[config.mk]
export PLATFORM = sky130hd
export DESIGN_NAME = sfwdg_top
export DESIGN_NICKNAME = d
export VERILOG_FILES = /design/src/sfwdg_pkg.sv /design/src/sfwdg_top.sv /design/src/sfwdg_prescaler.sv
export SDC_FILE = /design/constraint.sdc
export NUM_CORES = 1
export LEC_CHECK = 0
export ABC_AREA = 0
export BUFFER_PORTS_ARGS = -buffer_cell sky130_fd_sc_hd__buf_2
export CORE_MARGIN = 2
export CORE_UTILIZATION = 40
export DETAILED_ROUTE_END_ITERATION = 10
export GPL_ROUTABILITY_DRIVEN = 0
export PLACE_DENSITY_LB_ADDON = 0.1
export SYNTH_ARGS = -nofsm -noshare
export SYNTH_HDL_FRONTEND = slang
export SYNTH_SLANG_ARGS = --single-unit
export TNS_END_PERCENT = 20
[constraint.sdc]
create_clock -name i_sys_clk -period 2.09 [get_ports i_sys_clk]
set_clock_uncertainty 0.15 [all_clocks]
set_input_delay 0.418 -clock i_sys_clk [delete_from_list [all_inputs] [get_ports i_sys_clk]]
set_output_delay 0.418 -clock i_sys_clk [all_outputs]
set_load 0.1 [all_outputs]
[src/sfwdg_pkg.sv]
// Purpose: Shared constants and carriers of the software fault watchdog
// Assumes: 10 MHz system clock, 32-bit Avalon-MM register bus
// Notes: Every offset, reset value, field position and timing count lives here

package sfwdg_pkg;

  // ---------------------------------------------------------------
  // Bus geometry
  // ---------------------------------------------------------------
  localparam int unsigned ADDR_W = 8;
  localparam int unsigned DATA_W = 32;

  // ---------------------------------------------------------------
  // Control register map
  // ---------------------------------------------------------------
  localparam logic [ADDR_W-1:0] CTRL_IDX = 8'h0D;
  localparam logic [ADDR_W-1:0] CTRL_ADDR = {CTRL_IDX[ADDR_W-3:0], 2'h0};
  localparam int unsigned CNT_W = 7;
  localparam int unsigned ACT_BIT = 7;
  localparam int unsigned TOP_BIT = 6;
  localparam logic [7:0] CTRL_RST = 8'h7F;
  localparam logic [CNT_W-1:0] CNT_RST = CTRL_RST[CNT_W-1:0];
  localparam logic CTRL_ACT_RST = CTRL_RST[ACT_BIT];
  localparam logic [CNT_W-1:0] CNT_TRIP = 7'h40;
  localparam logic [CNT_W-1:0] CNT_ONE = 7'h01;

  // ---------------------------------------------------------------
  // Timing
  // ---------------------------------------------------------------
  localparam int unsigned CLK_PERIOD_NS = 100;
  localparam int unsigned RST_PULSE_NS = 500;
  localparam int unsigned RST_PULSE_CYC =
    (RST_PULSE_NS + CLK_PERIOD_NS - 1) / CLK_PERIOD_NS;
  localparam logic [2:0] PULSE_LOAD = 3'(RST_PULSE_CYC);
  localparam int unsigned WAKE_DELAY_CLK = 514;
  localparam logic [9:0] WAKE_LOAD = 10'(WAKE_DELAY_CLK - 1);
  localparam int unsigned PRESC_CYC_DEF = 65536;

  // ---------------------------------------------------------------
  // Carriers and states
  // ---------------------------------------------------------------
  typedef struct packed {
    logic read;
    logic write;
    logic [ADDR_W-1:0] address;
    logic [DATA_W-1:0] writedata;
  } sfwdg_avs_req_t;

  typedef struct packed {
    logic activate;
    logic [CNT_W-1:0] count;
  } sfwdg_ctrl_t;

  typedef enum logic [2:0] {
    ST_RUN = 3'h1,
    ST_HALT = 3'h2,
    ST_WAKE = 3'h4
  } sfwdg_state_t;

endpackage

[src/sfwdg_top.sv]
// Purpose: Software fault watchdog with one control register on Avalon-MM
// Assumes: All inputs synchronous to i_sys_clk; i_hw_opt static
// Notes: o_chip_rst_n is a request to the chip reset logic, which is
//        expected to assert i_rst back to this block

`timescale 1ns/1ps

module sfwdg_top
#(
  parameter int unsigned PRESC_CYC = sfwdg_pkg::PRESC_CYC_DEF
)
(
  input wire logic i_sys_clk,
  input wire logic i_rst,
  input wire sfwdg_pkg::sfwdg_avs_req_t i_avs,
  input wire logic i_hw_opt,
  input wire logic i_halt,
  input wire logic i_ext_wake,
  output logic [sfwdg_pkg::DATA_W-1:0] o_avs_readdata,
  output logic o_avs_waitrequest,
  output logic o_chip_rst_n,
  output logic o_active,
  output logic o_frozen
);
  import sfwdg_pkg::*;

  // ---------------------------------------------------------------
  // Elaboration checks
  // ---------------------------------------------------------------
  generate
    if (PRESC_CYC < 2 || PRESC_CYC > (1 << 24))
    begin : g_bad_presc
      $error("PRESC_CYC out of range");
    end
  endgenerate

  // ---------------------------------------------------------------
  // Declarations
  // ---------------------------------------------------------------
  logic wait_r;
  logic [DATA_W-1:0] rdata_r;
  logic [DATA_W-1:0] rdata_nxt;
  logic active_r;
  logic [CNT_W-1:0] cnt_r;
  logic [CNT_W-1:0] cnt_nxt;
  logic hw_mode_r;
  logic strap_done_r;
  logic [2:0] pulse_r;
  logic [2:0] pulse_nxt;
  logic rst_n_r;
  logic [9:0] restart_r;
  logic [9:0] restart_nxt;
  sfwdg_state_t state_r;
  sfwdg_state_t state_nxt;
  logic active_out_r;
  logic frozen_out_r;

  logic req_w;
  logic hit_w;
  logic take_w;
  logic ack_w;
  logic wr_en_w;
  logic rd_take_w;
  sfwdg_ctrl_t wr_ctrl_w;
  sfwdg_ctrl_t rd_ctrl_w;
  logic run_w;
  logic tick_w;
  logic dec_w;
  logic eff_active_w;
  logic timeout_w;
  logic swrst_w;
  logic fire_w;

  // ---------------------------------------------------------------
  // Bus decode
  // ---------------------------------------------------------------
  // One wait state: request seen while wait_r is high, answered next edge
  assign req_w = i_avs.read | i_avs.write;
  assign hit_w = i_avs.address == CTRL_ADDR;
  assign take_w = req_w & wait_r;
  assign ack_w = req_w & ~wait_r;
  assign wr_en_w = ack_w & i_avs.write & hit_w;
  assign rd_take_w = take_w & i_avs.read & hit_w;
  assign wr_ctrl_w = sfwdg_ctrl_t'(i_avs.writedata[7:0]);
  // Bit 7 shows the activate flag, bits 6:0 the live count
  assign rd_ctrl_w = '{activate: active_r, count: cnt_r};
  // Unmapped reads answer zero
  assign rdata_nxt = rd_take_w ? DATA_W'(rd_ctrl_w) :
                     (take_w ? '0 : rdata_r);

  // ---------------------------------------------------------------
  // Option strap
  // ---------------------------------------------------------------
  // Captured by the first clock after reset release, never by the reset
  always_ff @(posedge i_sys_clk or posedge i_rst)
  begin
    if (i_rst)
    begin
      strap_done_r <= 1'b0;
      hw_mode_r <= 1'b0;
    end
    else if (!strap_done_r)
    begin
      strap_done_r <= 1'b1;
      hw_mode_r <= i_hw_opt;
    end
  end

  // ---------------------------------------------------------------
  // Low power sequencing
  // ---------------------------------------------------------------
  // Wait mode has no input here: counting never looks at it
  always_comb
  begin
    state_nxt = state_r;
    restart_nxt = restart_r;
    unique case (state_r)
      ST_RUN:
      begin
        if (i_halt)
        begin
          state_nxt = ST_HALT;
        end
      end
      ST_HALT:
      begin
        if (i_ext_wake)
        begin
          state_nxt = ST_WAKE;
          restart_nxt = WAKE_LOAD;
        end
      end
      ST_WAKE:
      begin
        if (restart_r == '0)
        begin
          state_nxt = ST_RUN;
        end
        else
        begin
          restart_nxt = 10'(restart_r - 1'b1);
        end
      end
      default:
      begin
        state_nxt = ST_RUN;
        restart_nxt = '0;
      end
    endcase
  end

  assign run_w = state_r == ST_RUN;

  sfwdg_prescaler
  #(
    .DIV(PRESC_CYC)
  )
  u_presc
  (
    .i_sys_clk(i_sys_clk),
    .i_rst(i_rst),
    .i_run(run_w),
    .o_tick(tick_w)
  );

  // ---------------------------------------------------------------
  // Countdown and reset decision
  // ---------------------------------------------------------------
  // A refresh in the tick cycle wins; the step is lost, not the write
  assign dec_w = tick_w & run_w & ~wr_en_w;
  assign eff_active_w = hw_mode_r | active_r;
  assign timeout_w = eff_active_w & dec_w & (cnt_r == CNT_TRIP);
  // Activate bit written as zero still fires if already active
  assign swrst_w = wr_en_w & (wr_ctrl_w.activate | eff_active_w) &
                   ~wr_ctrl_w.count[TOP_BIT];
  assign fire_w = timeout_w | swrst_w;
  assign cnt_nxt = wr_en_w ? wr_ctrl_w.count :
                   (dec_w ? CNT_W'(cnt_r - CNT_ONE) : cnt_r);
  assign pulse_nxt = fire_w ? PULSE_LOAD :
                     ((pulse_r != '0) ? 3'(pulse_r - 1'b1) : pulse_r);

  always_ff @(posedge i_sys_clk or posedge i_rst)
  begin
    if (i_rst)
    begin
      cnt_r <= CNT_RST;
      active_r <= CTRL_ACT_RST;
    end
    else
    begin
      cnt_r <= cnt_nxt;
      // Only a set path exists; reset is the sole clear
      active_r <= active_r | (wr_en_w & wr_ctrl_w.activate);
    end
  end

  always_ff @(posedge i_sys_clk or posedge i_rst)
  begin
    if (i_rst)
    begin
      pulse_r <= '0;
      rst_n_r <= 1'b1;
      state_r <= ST_RUN;
      restart_r <= '0;
    end
    else
    begin
      pulse_r <= pulse_nxt;
      rst_n_r <= pulse_nxt == '0;
      state_r <= state_nxt;
      restart_r <= restart_nxt;
    end
  end

  // ---------------------------------------------------------------
  // Bus answer and status outputs
  // ---------------------------------------------------------------
  always_ff @(posedge i_sys_clk or posedge i_rst)
  begin
    if (i_rst)
    begin
      wait_r <= 1'b1;
      rdata_r <= '0;
      active_out_r <= 1'b0;
      frozen_out_r <= 1'b0;
    end
    else
    begin
      wait_r <= ~take_w;
      rdata_r <= rdata_nxt;
      active_out_r <= eff_active_w;
      frozen_out_r <= ~run_w;
    end
  end

  assign o_avs_readdata = rdata_r;
  assign o_avs_waitrequest = wait_r;
  assign o_chip_rst_n = rst_n_r;
  assign o_active = active_out_r;
  assign o_frozen = frozen_out_r;
endmodule

[src/sfwdg_prescaler.sv]
// Purpose: Step divider that paces the watchdog countdown
// Assumes: i_run low freezes the divider where it stands
// Notes: Tick is a one-cycle pulse from a flip-flop

`timescale 1ns/1ps

module sfwdg_prescaler
#(
  parameter int unsigned DIV = sfwdg_pkg::PRESC_CYC_DEF
)
(
  input wire logic i_sys_clk,
  input wire logic i_rst,
  input wire logic i_run,
  output logic o_tick
);
  import sfwdg_pkg::*;

  localparam int unsigned W = (DIV > 1) ? $clog2(DIV) : 1;
  localparam logic [W-1:0] LAST = W'(DIV - 1);

  logic [W-1:0] div_r;
  logic [W-1:0] div_nxt;
  logic wrap_w;
  logic tick_r;

  // ---------------------------------------------------------------
  // Divider
  // ---------------------------------------------------------------
  assign wrap_w = i_run & (div_r == LAST);
  assign div_nxt = !i_run ? div_r : (wrap_w ? '0 : W'(div_r + 1'b1));

  always_ff @(posedge i_sys_clk or posedge i_rst)
  begin
    if (i_rst)
    begin
      div_r <= '0;
      tick_r <= 1'b0;
    end
    else
    begin
      div_r <= div_nxt;
      tick_r <= wrap_w;
    end
  end

  assign o_tick = tick_r;

endmodule

Yosys cells after proc, flatten, opt, wreduce, memory -nomap -nowiden
Index checks and enable logic that the tools add are counted.
{"block": "op_classes", "mux": 14, "bitwise": 24, "reduce_logical": 7, "n_eq_ne": 10, "n_addsub": 4}
{"op": "two-way mux 32 bit", "count": 2}
{"op": "case mux 10 bit (3 select lines)", "count": 1}
{"op": "two-way mux 10 bit", "count": 2}
{"op": "adder 16 x 1 -> 16 bit, second input constant", "count": 1}
{"op": "== test 16 bit, second input constant", "count": 1}
{"op": "two-way mux 16 bit", "count": 1}
{"op": "two-way mux 3 bit", "count": 5}
{"op": "AND 1 bit", "count": 14}
{"op": "two-way mux 7 bit", "count": 2}
{"op": "zero test 10 bit", "count": 1}
{"op": "subtractor 10 x 1 -> 10 bit, second input constant", "count": 1}
{"op": "case mux 3 bit (3 select lines)", "count": 1}
{"op": "== test 8 x 6 -> 1 bit, second input constant", "count": 1}
{"op": "!= test 2 bit, second input constant", "count": 4}
{"op": "== test 7 bit, second input constant", "count": 1}
{"op": "subtractor 7 x 1 -> 7 bit, second input constant", "count": 1}
{"op": "AND reduction 3 bit", "count": 2}
{"op": "inverter 1 bit", "count": 5}
{"op": "OR 1 bit", "count": 5}
{"op": "nonzero test 2 bit", "count": 2}
{"op": "== test 3 x 1 -> 1 bit, second input constant", "count": 1}
{"op": "== test 3 x 2 -> 1 bit, second input constant", "count": 1}
{"op": "== test 3 bit, second input constant", "count": 1}
{"op": "zero test 3 bit", "count": 1}
{"op": "2 further kinds", "count": 2}
{"block": "word_totals", "elab_cells": 73, "regBits": 79}

Depth between registers and ports, before layout
{"block": "logic_depth", "ltp_word": 11, "ltp_mapped": 7}

Cells and area by module
Synthesis repeated with hierarchy kept, for this count alone.
{"block": "unflattened", "cells_unflattened": 300, "hier_area_um2": 3129.3}
{"mod": "sfwdg_top", "cells_each": 224, "instances": 1, "seq_area_each_um2": 963.4, "area_each_um2": 2265.9}
{"mod": "sfwdg_prescaler", "cells_each": 76, "instances": 1, "seq_area_each_um2": 425.4, "area_each_um2": 863.3}

Worst setup path before layout
Ideal clock, no wire load.
{"block": "synth_timing", "kind": "reg2reg", "startpoint": "register restart_r[3]", "endpoint": "register restart_r[9]", "path_buffers": 0, "t_required_ns": 1.780, "synth_period_minus_slack_ns": 2.071, "arrival_time_ns": 1.761, "path_stages_with_launch": 5, "path_slack_ns": 0.019, "path_cell_list": "dfrtp_1 > or4_4 > or4_4 > a211oi_2 > a221oi_1"}
{"block": "synth_via", "elab_chain_len": 3}
{"element": "start: declaration", "line_no": "sfwdg_top.sv:51", "rtl": "logic [9:0] restart_r;"}
{"element": "start signal: assignment", "line_no": "sfwdg_top.sv:211", "rtl": "restart_r <= restart_nxt;"}
{"element": "subtractor 10 x 1 -> 10 bit / zero test 10 bit (equally long branches)", "line_no": "sfwdg_top.sv:141, sfwdg_top.sv:135"}
{"element": "two-way mux 10 bit / != test 2 bit (equally long branches)"}
{"element": "case mux 10 bit (3 select lines) / AND reduction 3 bit (equally long branches)"}
Several ways; a longest one is shown, not always the timed one. The select of a mux whose other input is x is not followed.
A chain may end at the register's enable or synchronous reset.

Final worst setup path
Same ends and word-level chain as after synthesis.

==> results.md <==
- CTS tree: yes
- Design Area, Final: 3480 µm²
- Detailed Route WL: approximately 5700 µm
- Largest net degree at the start of global routing: 56
- Worst EP arrival: approximately 2100 ps
- CP Max Fanout: 4
- Starting Density: 0.412
- Clock Sink Count: 55
- Chip Width: 90.5 µm
- Async set-reset flop share out of synthesis: 1.00
- Leakage: approximately 1.6 nW
- Gr usage total: 0.146
- Hold WS: about 170 ps
- Slew Viols, Final: 0
- Final min period: 2050 ps
- Buffers on Ports: 34
- MaxCap Viol Count: 0
- Vias per cell: between 4 and 5
- Post-synth top area cell: dfrtp_1
- Power, Total: slightly below 4 mW
- Crit path launch type: flop
- Worst skew pair latency: ~320 ps
- Crit path cell chain: or4_4 -> or4_4 -> a211oi_2 -> a221oi_1
- Unrepaired setup endpoints after global routing: true
- Sequential share of the synthesized area: 0.464
- Reg clk slew, reported paths: approximately 100 ps
- Chip height: 90.5 µm
- Placed cell area: 3350 µm²
- Period utilization: 0.980
- Initial antenna violation count: 0
- Vias in the first global route: approximately 2100
- Max clock buf depth: 2
- Max VDD drop: between 0.6 and 0.7 mV
- Post-DP HPWL: roughly 4200 µm
- Gr ovfl total: 0
- Max frequency: around 0.5 GHz
- Synth unique cells: 56
- Final Hold Violating Endpoints: 0
- N_diodes: 0
- Synth area leaders: dfrtp_1 (38%), dfstp_2 (8.8%), buf_4 (6.0%)
- Crit path top cell by count: or4_4
- Root buf cell: clkbuf_8
- CTS Buf Count: 5
- Synth Flop Type: dfrtp_1
- DRC errors left: 0
- DR WL met3: ~220 µm
- Top layer in use: met4
- Vias: between 2000 and 2500
- Worst Setup End Kind: flop
- Wire length on met1: between 2000 and 3000 µm
- Met2 wire length: 2640 µm
- Die Area: around 8000 µm²
- Yosys warnings: 0
- WP data required: approximately 2100 ps
- Number of flops mapped to enable cells by yosys: 0
- FP Rows: 31
- Area Growth Syn to Fin: 16.3%
- Seq cells post-synth: 55
- Top-area cell type share of the netlist area: 0.376
- H-tree depth: 2
- Final ANT Viol Nets: 0
- Post-synthesis cell count: about 290
- Non-filler instance count after layout: around 450
- Core Footprint: about 7300 µm²
- Cell area after synthesis: around 3000 µm²
- Worst hold path class: input pin to flop
- Final #Nets: approximately 400
- Mean post-synth cell area: roughly 10 µm²
- CP Class: flop to flop
- Final setup violation count: 0
- PwrDens: around 1100 nW/µm²
- DR iter-0 viols: 87
- CP peak stage delay: 580 ps
- Share of layout cells above drive strength 1: 0.274
- Slowest CP cell: or4_4
- DR WL/cell: 12.7 µm
- First-pass DRT Iterations: 5
- Outcome: complete, no violations
- Placed instance count: around 440
- First-pass GRT wire length: 9800 µm
- IO Count: between 80 and 90
[sequential cells by signal, indices dropped and copies added (netlist names), 3 cells and up]
signal	cells
cnt_r	7
o_avs_readdata	8
pulse_r	3
restart_r	10
state_r	3
u_presc.div_r	16
[cell usage in the layout, fill, tap and decap left out, types with 7 or more instances in the layout]
| cell | synthesis | layout |
|---|---|---|
| dfrtp_1 | 45 | 45 |
| buf_2 | 4 | 34 |
| conb_1 | 2 | 25 |
| buf_4 | 24 | 25 |
| nor2_1 | 20 | 20 |
| nand2_1 | 16 | 16 |
| xnor2_1 | 14 | 14 |
| inv_1 | 14 | 12 |
| dfstp_2 | 10 | 10 |
| nand3_1 | 9 | 9 |
| or4_1 | 8 | 8 |
| a21oi_1 | 8 | 8 |
| a22o_1 | 8 | 8 |
| ha_1 | 8 | 8 |
| nand2b_1 | 7 | 7 |
| o21ai_0 | 7 | 7 |
[where the power goes]
| group | switching [mW] | internal, mW |
|---|---|---|
| registers | 0.173 | 1.26 |
| clock network | 0.386 | 0.245 |
| logic | 1.11 | 0.792 |
[routing by layer]
layer	vias to the layer above	GRT usage
met3	7	0.0284
met5	-	0
met4	0	0.0500
met2	44	0.239
li1	1095	-
met1	1035	0.195
[critical path, delay by kind of cell, from the launching register on]
family          cells  cell delay, ps
flops               1             390
compound gates      2             280
simple gates        2            1110
[synthesized netlist by cell type (5+ instances only)]
| library cell | count |
|---|---|
| a22o_1 | 8 |
| o21ai_0 | 7 |
| xnor2_1 | 14 |
| a21oi_1 | 8 |
| buf_4 | 24 |
| nand2_1 | 16 |
| nand3_1 | 9 |
| nand4_1 | 6 |
| xor2_1 | 5 |
| dfstp_2 | 10 |
| nor2_1 | 20 |
| inv_1 | 14 |
| ha_1 | 8 |
| nand2b_1 | 7 |
| dfrtp_1 | 45 |
| or4_1 | 8 |
| nor4_1 | 8 |
[layout make-up]
cell class / count / area [µm²]
fill: 709 / 3770
multi-input combinational: 211 / 1430
sequential: 55 / 1390
timing repair buffer: 61 / 388
tap: 99 / 124
clock buffer: 5 / 68.8
inverter: 15 / 56.3
clock inverter: 3 / 25.0
[path summary, 6_finish.rpt]
path	to	startpoint	slack, ps	cells after the start
worst max-delay path	restart_r[9]$_DFFE_PP0P_	restart_r[3]$_DFFE_PP0P_	40	4
worst min-delay path	cnt_r[1]$_DFFE_PP1P_	i_avs[1]	170	2
worst max register to register	restart_r[9]$_DFFE_PP0P_	restart_r[3]$_DFFE_PP0P_	40	4
worst min register to register	u_presc.div_r[14]$_DFFE_PP0N_	u_presc.div_r[14]$_DFFE_PP0N_	330	1
max in group asynchronous	cnt_r[1]$_DFFE_PP1P_	i_rst	960	4
min in group asynchronous	o_frozen$_DFF_PP0_	i_rst	530	4
[per-stage QoR]
stage | setup slack, ps | TNS [ps] | util
after global placement | 22.1 | 0 | 0.462
after CTS | 8.63 | 0 | 0.478
final | 42.2 | 0 | 0.480
after global routing | -17.4 | -17.4 | 0.480
after floorplan | 19.1 | 0 | -
after detailed placement | -13.4 | -13.4 | 0.462
[cells by family (layout without fill, tap and decap cells)]
family                     after synthesis  count (layout)  synth area share
buffers and inverters                   46              84            0.0920
muxes                                    5               5            0.0171
AOI/OAI and AO/OA                       45              45             0.105
and+or+nand+nor                        109             109             0.230
adders and majority gates                8               8            0.0335
xor gates and xnor gates                19              19            0.0556
DFF                                     55              55             0.464
other                                    2              25           0.00251
[what timing repair did]
item | 4_1_cts | 5_1_grt
hold buffers | 1 | 0
hold endpoints to repair | 38 | 0
buffers inserted | 1 | 0
gates resized for setup | 1 | 3
cloned | 0 | 0
endpoints found under the setup margin | 3 | 13
pin swaps | 1 | 2
(Power assumes the default switching activity.)
